<file path="src/inc/wdt_pkg.sv">
// Purpose: Constants for the watchdog / interval timer block
// Assumes: Classic Wishbone slave, 32-bit data, byte addressed
// Notes:   Every offset, field position and reset value lives here
//
// How it works
// - Two modes only: a reloading interval timer and a processor watchdog.
// - Normal mode counts low-power 32.768 kHz ticks divided by 1, 16 or 256.
// - Normal mode is a 16-bit timer with unsigned 16-bit reload and count.
// - On overflow in periodic normal mode the counter reloads from the reload register.
// - Control bit 5 set by software turns the block into a watchdog.
// - Watchdog mode counts down from the reload value until zero.
// - Divide-by-256 with reload 0xFFFF gives the 512 second maximum timeout.
// - At zero the watchdog requests a reset, or an interrupt if bit 1 set.
// - In watchdog mode any refresh write reloads the count and starts a new timeout period.
// - After watchdog entry, reload and control writes are ignored until POR.
// - Resets other than power-on leave count and configuration untouched.
// - Counting halts while debug holds the core, resumes after release.
// - Counts in power-down by default; control bit 0 stops it then.
// - In normal mode a refresh write clears the pending timer interrupt.
// - Power-on reset loads 0x0040 into both reload and count registers.
// - Count register is read-only current count; writes have no effect.
// - Control bit 7 starts the counter when set, stops it when clear outside watchdog mode.
// - Control bit 6 selects periodic when set, free-running when clear.
// - Control bits 3:2 pick divide 1, 16 or 256; code 11 is reserved.
// - Control bit 8 counts up when set and down when clear; watchdog mode always counts down.

`default_nettype none

package wdt_pkg;

  // ****************************************************
  // Register byte addresses
  // ****************************************************
  localparam logic [31:0] ADDR_RELOAD  = 32'hFFFF0360;
  localparam logic [31:0] ADDR_COUNT   = 32'hFFFF0364;
  localparam logic [31:0] ADDR_CONTROL = 32'hFFFF0368;
  localparam logic [31:0] ADDR_REFRESH = 32'hFFFF036C;
  localparam logic [31:0] ADDR_STATUS  = 32'hFFFF0370;

  // ****************************************************
  // Control field positions
  // ****************************************************
  localparam int CTL_PD_OFF  = 0;
  localparam int CTL_WD_IRQ  = 1;
  localparam int CTL_PRE_LO  = 2;
  localparam int CTL_PRE_HI  = 3;
  localparam int CTL_WD_MODE = 5;
  localparam int CTL_PERIOD  = 6;
  localparam int CTL_ENABLE  = 7;
  localparam int CTL_UP      = 8;
  localparam int CTL_W       = 9;
  localparam logic [8:0] CTL_WMASK = 9'h1EF;

  // ****************************************************
  // Status field positions
  // ****************************************************
  localparam int STS_IRQ    = 0;
  localparam int STS_LOCKED = 1;
  localparam int STS_RUN    = 2;

  // ****************************************************
  // Prescaler codes and terminal counts
  // ****************************************************
  localparam logic [1:0] PRE_DIV1   = 2'h0;
  localparam logic [1:0] PRE_DIV16  = 2'h1;
  localparam logic [1:0] PRE_DIV256 = 2'h2;
  localparam logic [7:0] DIV16_LAST  = 8'h0F;
  localparam logic [7:0] DIV256_LAST = 8'hFF;

  // ****************************************************
  // Reset values and count limits
  // ****************************************************
  localparam logic [15:0] RELOAD_RST  = 16'h0040;
  localparam logic [15:0] COUNT_RST   = 16'h0040;
  localparam logic [8:0]  CONTROL_RST = 9'h000;
  localparam logic [15:0] COUNT_MAX   = 16'hFFFF;
  localparam logic [15:0] COUNT_MIN   = 16'h0000;

endpackage

`default_nettype wire

</file>
<file path="src/hdl/tick_prescaler.sv">
// Purpose: Divides the low-power oscillator tick by 1, 16 or 256
// Assumes: OSC_TICK is a one-cycle pulse synchronous to CLK
// Notes:   Reserved code 11 yields no ticks at all

`timescale 1ns/10ps
`default_nettype none

module tick_prescaler
(
  // Clock and reset
  input  wire logic       CLK,
  input  wire logic       RST,
  // Tick in and divider code
  input  wire logic       OSC_TICK,
  input  wire logic [1:0] DIV_SEL,
  // Divided tick
  output var  logic       TICK_OUT
);

  // ****************************************************
  // State
  // ****************************************************
  typedef struct packed
  {
    logic [7:0] cnt;
    logic       tick;
  } pre_s;

  pre_s s_r;
  pre_s s_nxt;

  always_comb
  begin
    s_nxt      = s_r;
    s_nxt.tick = 1'b0;
    if (OSC_TICK)
    begin
      case (DIV_SEL)
        wdt_pkg::PRE_DIV1:
        begin
          s_nxt.tick = 1'b1;
          s_nxt.cnt  = 8'h00;
        end
        wdt_pkg::PRE_DIV16:
        begin
          s_nxt.tick = (s_r.cnt[3:0] == wdt_pkg::DIV16_LAST[3:0]);
          s_nxt.cnt  = s_r.cnt + 8'h01;
        end
        wdt_pkg::PRE_DIV256:
        begin
          s_nxt.tick = (s_r.cnt == wdt_pkg::DIV256_LAST);
          s_nxt.cnt  = s_r.cnt + 8'h01;
        end
        default:
        begin
          s_nxt.tick = 1'b0;
        end
      endcase
    end
  end

  always_ff @(posedge CLK)
  begin
    if (RST)
      s_r <= '0;
    else
      s_r <= s_nxt;
  end

  assign TICK_OUT = s_r.tick;

endmodule // tick_prescaler

`default_nettype wire

</file>
<file path="src/hdl/watchdog_interval_timer.sv">
// Purpose: 16-bit interval timer that doubles as a processor watchdog
// Assumes: RST is the power-on reset only; other resets never reach here
// Notes:   Registers sit on a classic Wishbone slave with one-cycle ack

`timescale 1ns/10ps
`default_nettype none

module watchdog_interval_timer
#(
  parameter int CNT_W = 16
)
(
  // Clock and power-on reset
  input  wire logic        CLK,
  input  wire logic        RST,
  // Wishbone slave
  input  wire logic        CYC_I,
  input  wire logic        STB_I,
  input  wire logic        WE_I,
  input  wire logic [31:0] ADR_I,
  input  wire logic [3:0]  SEL_I,
  input  wire logic [31:0] DAT_I,
  output var  logic [31:0] DAT_O,
  output var  logic        ACK_O,
  // System side
  input  wire logic        OSC_TICK,
  input  wire logic        DEBUG_HALT,
  input  wire logic        POWER_DOWN,
  // Outcomes
  output var  logic        TIMER_IRQ,
  output var  logic        WATCHDOG_RESET
);

  // ****************************************************
  // State
  // ****************************************************
  typedef struct packed
  {
    logic [CNT_W-1:0]       reload;
    logic [CNT_W-1:0]       count;
    logic [wdt_pkg::CTL_W-1:0] ctrl;
    logic                   irq;
    logic                   wd_reset;
    logic                   ack;
    logic [31:0]            rdata;
  } tmr_s;

  tmr_s s_r;
  tmr_s s_nxt;

  // ****************************************************
  // Helpers
  // ****************************************************
  function automatic logic [15:0] merge16
  (
    input logic [15:0] old_v,
    input logic [31:0] wdat,
    input logic [3:0]  sel
  );
    logic [15:0] res;
    res = old_v;
    if (sel[0])
      res[7:0] = wdat[7:0];
    if (sel[1])
      res[15:8] = wdat[15:8];
    return res;
  endfunction

  function automatic logic [31:0] read_mux
  (
    input logic [31:0] adr,
    input tmr_s        st,
    input logic        run_v
  );
    logic [31:0] res;
    res = 32'h00000000;
    if (adr == wdt_pkg::ADDR_RELOAD)
      res[CNT_W-1:0] = st.reload;
    else if (adr == wdt_pkg::ADDR_COUNT)
      res[CNT_W-1:0] = st.count;
    else if (adr == wdt_pkg::ADDR_CONTROL)
      res[wdt_pkg::CTL_W-1:0] = st.ctrl;
    else if (adr == wdt_pkg::ADDR_STATUS)
    begin
      res[wdt_pkg::STS_IRQ]    = st.irq;
      res[wdt_pkg::STS_LOCKED] = st.ctrl[wdt_pkg::CTL_WD_MODE];
      res[wdt_pkg::STS_RUN]    = run_v;
    end
    else
      res = 32'h00000000;
    return res;
  endfunction

  // ****************************************************
  // Mode decode
  // ****************************************************
  logic       wd_mode;
  logic       enabled;
  logic       halted;
  logic       run;
  logic       tick;
  logic       pre_tick_in;
  logic [1:0] pre_sel;

  // Watchdog mode is the lock: the mode bit itself cannot be cleared
  // while locked, so only power-on reset leaves watchdog mode.
  assign wd_mode = s_r.ctrl[wdt_pkg::CTL_WD_MODE];
  assign enabled = s_r.ctrl[wdt_pkg::CTL_ENABLE] | wd_mode;
  assign halted  = DEBUG_HALT
                 | (POWER_DOWN & s_r.ctrl[wdt_pkg::CTL_PD_OFF]);
  assign run     = enabled & ~halted;
  assign pre_sel = s_r.ctrl[wdt_pkg::CTL_PRE_HI:wdt_pkg::CTL_PRE_LO];

  // Gate the raw tick, not the divided one, so a halt freezes the
  // prescaler phase as well and no partial period is lost or gained.
  assign pre_tick_in = OSC_TICK & run;

  // ****************************************************
  // Prescaler
  // ****************************************************
  tick_prescaler u_pre
  (
    .CLK      (CLK),
    .RST      (RST),
    .OSC_TICK (pre_tick_in),
    .DIV_SEL  (pre_sel),
    .TICK_OUT (tick)
  );

  // ****************************************************
  // Bus decode
  // ****************************************************
  logic bus_req;
  logic bus_wr;
  logic wr_reload;
  logic wr_control;
  logic wr_refresh;

  assign bus_req    = CYC_I & STB_I;
  // Writes land on the edge at which the master sees ack
  assign bus_wr     = bus_req & WE_I & s_r.ack;
  assign wr_reload  = bus_wr & (ADR_I == wdt_pkg::ADDR_RELOAD);
  assign wr_control = bus_wr & (ADR_I == wdt_pkg::ADDR_CONTROL);
  assign wr_refresh = bus_wr & (ADR_I == wdt_pkg::ADDR_REFRESH);

  // ****************************************************
  // Next state
  // ****************************************************
  logic [CNT_W-1:0] cnt_step;
  logic             overflow;
  logic             expire;
  logic             up;

  always_comb
  begin
    s_nxt          = s_r;
    s_nxt.wd_reset = 1'b0;
    cnt_step       = s_r.count;
    overflow       = 1'b0;
    expire         = 1'b0;
    up             = s_r.ctrl[wdt_pkg::CTL_UP];

    // Bus answer: one cycle after the request, dropped right after
    s_nxt.ack   = bus_req & ~s_r.ack;
    s_nxt.rdata = read_mux(ADR_I, s_r, run);

    // Configuration writes, refused once the watchdog is armed
    if (wr_reload && !wd_mode)
      s_nxt.reload = merge16(s_r.reload, DAT_I, SEL_I);
    if (wr_control && !wd_mode && SEL_I[0])
      s_nxt.ctrl[7:0] = DAT_I[7:0] & wdt_pkg::CTL_WMASK[7:0];
    if (wr_control && !wd_mode && SEL_I[1])
      s_nxt.ctrl[8] = DAT_I[8] & wdt_pkg::CTL_WMASK[8];

    // Counting
    if (tick)
    begin
      if (wd_mode)
      begin
        // Down only, whatever the direction bit says
        if (s_r.count == wdt_pkg::COUNT_MIN)
          cnt_step = s_r.reload;
        else
        begin
          cnt_step = s_r.count - 16'h0001;
          expire   = (cnt_step == wdt_pkg::COUNT_MIN);
        end
      end
      else if (up)
      begin
        overflow = (s_r.count == wdt_pkg::COUNT_MAX);
        cnt_step = s_r.count + 16'h0001;
      end
      else
      begin
        overflow = (s_r.count == wdt_pkg::COUNT_MIN);
        cnt_step = s_r.count - 16'h0001;
      end

      if (overflow)
      begin
        if (s_r.ctrl[wdt_pkg::CTL_PERIOD])
          cnt_step = s_r.reload;
        else if (up)
          cnt_step = wdt_pkg::COUNT_MIN;
        else
          cnt_step = wdt_pkg::COUNT_MAX;
      end
      s_nxt.count = cnt_step;
    end

    // Refresh in watchdog mode restarts the timeout; it beats a tick
    if (wr_refresh && wd_mode)
      s_nxt.count = s_r.reload;

    // Refresh clears the flag, but an overflow in the same cycle wins
    if (wr_refresh)
      s_nxt.irq = 1'b0;

    if (overflow)
      s_nxt.irq = 1'b1;

    if (expire && !(wr_refresh && wd_mode))
    begin
      if (s_r.ctrl[wdt_pkg::CTL_WD_IRQ])
        s_nxt.irq = 1'b1;
      else
        s_nxt.wd_reset = 1'b1;
    end
  end

  // ****************************************************
  // Registers
  // ****************************************************
  // Only power-on reset lands here; the processor reset this block
  // requests is not fed back, so the count runs on through it.
  always_ff @(posedge CLK)
  begin
    if (RST)
    begin
      s_r          <= '0;
      s_r.reload   <= wdt_pkg::RELOAD_RST;
      s_r.count    <= wdt_pkg::COUNT_RST;
      s_r.ctrl     <= wdt_pkg::CONTROL_RST;
    end
    else
      s_r <= s_nxt;
  end

  // ****************************************************
  // Outputs
  // ****************************************************
  assign DAT_O          = s_r.rdata;
  assign ACK_O          = s_r.ack;
  assign TIMER_IRQ      = s_r.irq;
  assign WATCHDOG_RESET = s_r.wd_reset;

endmodule // watchdog_interval_timer

`default_nettype wire

</file>
<file path="config.mk">
export PLATFORM = sky130hd
export DESIGN_NAME = watchdog_interval_timer
export DESIGN_NICKNAME = d
export VERILOG_FILES = /design/src/inc/wdt_pkg.sv /design/src/hdl/tick_prescaler.sv /design/src/hdl/watchdog_interval_timer.sv
export SDC_FILE = /design/constraint.sdc
export NUM_CORES = 1
export LEC_CHECK = 0
export BUFFER_PORTS_ARGS = -buffer_cell sky130_fd_sc_hd__buf_2
export CORE_UTILIZATION = 35
export CTS_BUF_LIST = sky130_fd_sc_hd__clkbuf_4 sky130_fd_sc_hd__clkbuf_8
export CTS_CLUSTER_DIAMETER = 50
export CTS_CLUSTER_SIZE = 40
export DETAILED_ROUTE_END_ITERATION = 12
export PLACE_DENSITY = 0.56
export SYNTH_ARGS = -nofsm -noshare
export SYNTH_HDL_FRONTEND = slang
export SYNTH_SLANG_ARGS = --single-unit
</file>
<file path="constraint.sdc">
create_clock -name CLK -period 3.9 [get_ports CLK]
set_input_delay 0.195 -clock CLK [delete_from_list [all_inputs] [get_ports CLK]]
set_output_delay 0.195 -clock CLK [all_outputs]
set_load 0.005 [all_outputs]
</file>
==> reports/qor_table.md <==
| Item | Value |
|:---|:---|
| Data required time of the critical path | 4190 ps |
| Vias in the first global route | 4260 |
| Crit path launch type | flip-flop |
| Most repeated cell in the gate-level netlist after synthesis | nor2_1 |
| Synthesis warning total | 0 |
| Via/cell ratio | 5.69 |
| Ratio of cells with drive above 1 in the final layout | 19.2% |
| Initial core utilization | 36.3% |
| Highest net fanout along the worst path | 8 |
| Worst-case headroom to the max-slew limit | 50.8% |
| CTS H-tree lvls | 3 |
| Final setup viols | 0 |
| Post-synthesis cell type count | 64 |
| Hold Slack | 67.6 ps |
| Wirelength, routed | 14.0 mm |
| Unrepaired setup endpoints after global routing | no |
| Post-route minimum period | 3200 ps |
| Post-layout total power | 1.41 mW |
| Chip width | 117 µm |
| Synthesized area | 4620 µm² |
| Fraction of post-synthesis cell area in the top cell type by area | 29.5% |
| GR Util All Layers | 21.7% |
| Area of the die | 13700 µm² |
| Cell accounting for the most synthesized area | dfxtp_1 |
| Sum Neg Setup Slack | 0 ps |
| Wire length per cell after detailed routing | 17.3 µm |
| # DRC | 0 |
| Row count | 41 |
| Actual transition at the worst max-transition pin | 731 ps |
| Critical Path Source | s_r[44]$_SDFFE_PP0P_ |
| Maximum frequency from static timing analysis | 0.312 GHz |
| Global-route wire length before repair | 22.5 mm |
| Largest net degree at the start of global routing | 35 |
| Share of async-settable or async-resettable flops after synthesis | 0% |
| Vert. Die Dim | 117 µm |
| Final antenna-violating net count | 0 |
| Leading register cell type out of synthesis | dfxtp_1 |
| Crit Path Category | flip-flop to flip-flop |
| Average footprint of a synthesized cell | 7.84 µm² |
| Maximum buffer depth of the clock tree | 2 |
| Worst setup margin | 699 ps |
| Seq cells post-synth | 68 |
| Final worst-path cycle share | 82.1% |
| MaxCap Viol Count | 0 |
| TritonCTS clock tree | built |
| Clock Root Buffer | clkbuf_8 |
| Top area cells in the synthesized netlist | dfxtp_1 (29%), nor2_1 (5.6%), mux2i_1 (5.2%) |
| Drt pass-1 iters | 5 |
| Count of inserted antenna diode cells | 0 |
| Synthesis-to-finish area growth | 11.9% |
| RR Startpoint | s_r[44]$_SDFFE_PP0P_ |
| Final nets | 715 |
| Fillers | 1378 |
| Final instance area | 5160 µm² |
| Number of flops mapped to enable cells by yosys | 0 |
| Min-Delay Path Class | input port to flip-flop |
| Count of mapped cells out of synthesis | 589 |
| Status | completed |
| Kind of end point of the critical path | flip-flop |
| Power per Cell Area | 273 nW/µm² |
| Fin util | 40.6% |
| Max-slew violation count | 0 |
| First-iteration detailed-routing DRC count | 422 |
| CTS hold repair buffers | 0 |
| Number of buffer cells added on primary ports | 76 |
| Routed vias | 4587 |
| I/O pins | 111 |
| Clock sink count | 68 |
| Gpl congestion | 0.938 |
| Worst IR drop on VDD | 264 µV |
| Number of endpoints with negative hold slack in the final report | 0 |
| Worst hold path startpoint | STB_I |
| Placement-stage cell area | 4940 µm² |
| Area inside the core boundary | 12700 µm² |
| Crit path DAT | 3490 ps |
| Resized Gates After CTS | 0 |
| Total congestion overflow after global routing | 0 |
| Worst slack after detailed placement | 743 ps |
| Most used standard cells in the synthesized netlist | nor2_1 (69), dfxtp_1 (68), nand2_1 (34) |
| Leak pwr | 2.06 nW |
| Final clock skew | 4.95 ps |
| Number of standard cells in the layout, taps in and fillers out | 806 |
| Initial antenna violation count | 0 |
| Clock edge transition at the registers on the reported setup and hold paths | 70 ps |
| Placed Cells | 791 |
| Total CTS buffers | 9 |
| Detailed-placement wirelength estimate | 10.4 mm |
| Worst-skew pair later-pin latency | 350 ps |
| Part of the Yosys area used for sequential elements | 29.5% |
| Setup bufs post-CTS | 0 |
[flip-flops by register name (all words and copies together) (netlist names)]
register / count
ACK_O: 1
WATCHDOG_RESET: 1
s_r: 38
pre_sel: 2
DAT_O: 16
TIMER_IRQ: 1
u_pre.s_r: 8
u_pre.TICK_OUT: 1
[kinds of logic after synthesis]
| group | after synthesis | synth area share (%) |
|---|---|---|
| compound gates | 140 | 20.3 |
| xor+xnor | 24 | 4.55 |
| fa+ha+maj | 9 | 2.44 |
| buf+inv | 88 | 10.5 |
| flops | 68 | 29.5 |
| mux | 26 | 5.69 |
| other cells | 1 | 0.0812 |
| simple gates | 233 | 27.0 |
[worst paths after layout]
path / cells after the start / to / slack [ps]
setup / recovery: 9 / TIMER_IRQ$_SDFF_PP0_ / 700
hold / removal: 3 / ACK_O$_SDFF_PP0_ / 70
setup reg to reg: 9 / TIMER_IRQ$_SDFF_PP0_ / 700
hold reg to reg: 1 / ACK_O$_SDFF_PP0_ / 440
[critical path: stages (launching register included)]
cell and delay (ps):
dfxtp_1 390, inv_1 130, ha_1 220, or4b_1 610, or2_2 400, xnor2_1 140, or4_1 510, nor4_1 500
nand3_1 140, o21ai_0 90
[routing by layer]
layer | up-vias | part of all wire [%] | wire, µm | global-route usage (%)
met2 | 152 | 46 | 6460 | 34.0
met4 | 0 | 2.2 | 309 | 7.93
met1 | 2214 | 45 | 6290 | 29.8
met3 | 23 | 6.4 | 890 | 3.60
li1 | 2198 | - | - | -
met5 | - | 0 | 0 | 0
[cell type report]
class / count / area [µm²] / share of cell area [%]
sequential: 68 / 1360 / 26.4
inverter: 14 / 52.6 / 1.02
multi-input combinational: 448 / 2830 / 54.9
clock inverter: 4 / 72.6 / 1.41
tap: 172 / 215 / 4.17
clock buffer: 11 / 151 / 2.93
timing repair buffer: 89 / 478 / 9.25
[power by group]
group / internal (mW) / switching (mW) / leakage (nW) / total [mW]
combinational: 0.0270 / 0.0323 / 1.40 / 0.0592
clock: 0.390 / 0.267 / 0.111 / 0.657
sequential: 0.694 / 0.000250 / 0.548 / 0.695
[layout by cell type (no fill, tap or decap), drive strengths merged, types with 3 or more instances in the layout]
master	Yosys	final
o21bai	5	5
o211ai	9	9
nand2b	4	4
o22ai	5	5
buf	43	89
a32oi	6	6
inv	14	14
nand3	24	24
and2	3	3
nand3b	3	3
nor4	17	17
and3	6	6
or3	9	9
or4b	4	4
a31oi	10	10
a21o	3	3
o21a	5	5
a222oi	6	6
a21oi	29	29
nor2b	5	5
nor3	23	23
o21ai	29	29
conb	1	16
xor2	7	7
dfxtp	68	68
ha	9	9
nor2	70	70
clkbuf	31	11
xnor2	17	17
a22oi	11	11
a211oi	7	7
and4	4	4
mux2i	24	24
nand2	35	35
or4	7	7
nand4	12	12
(Power assumes the default switching activity.)
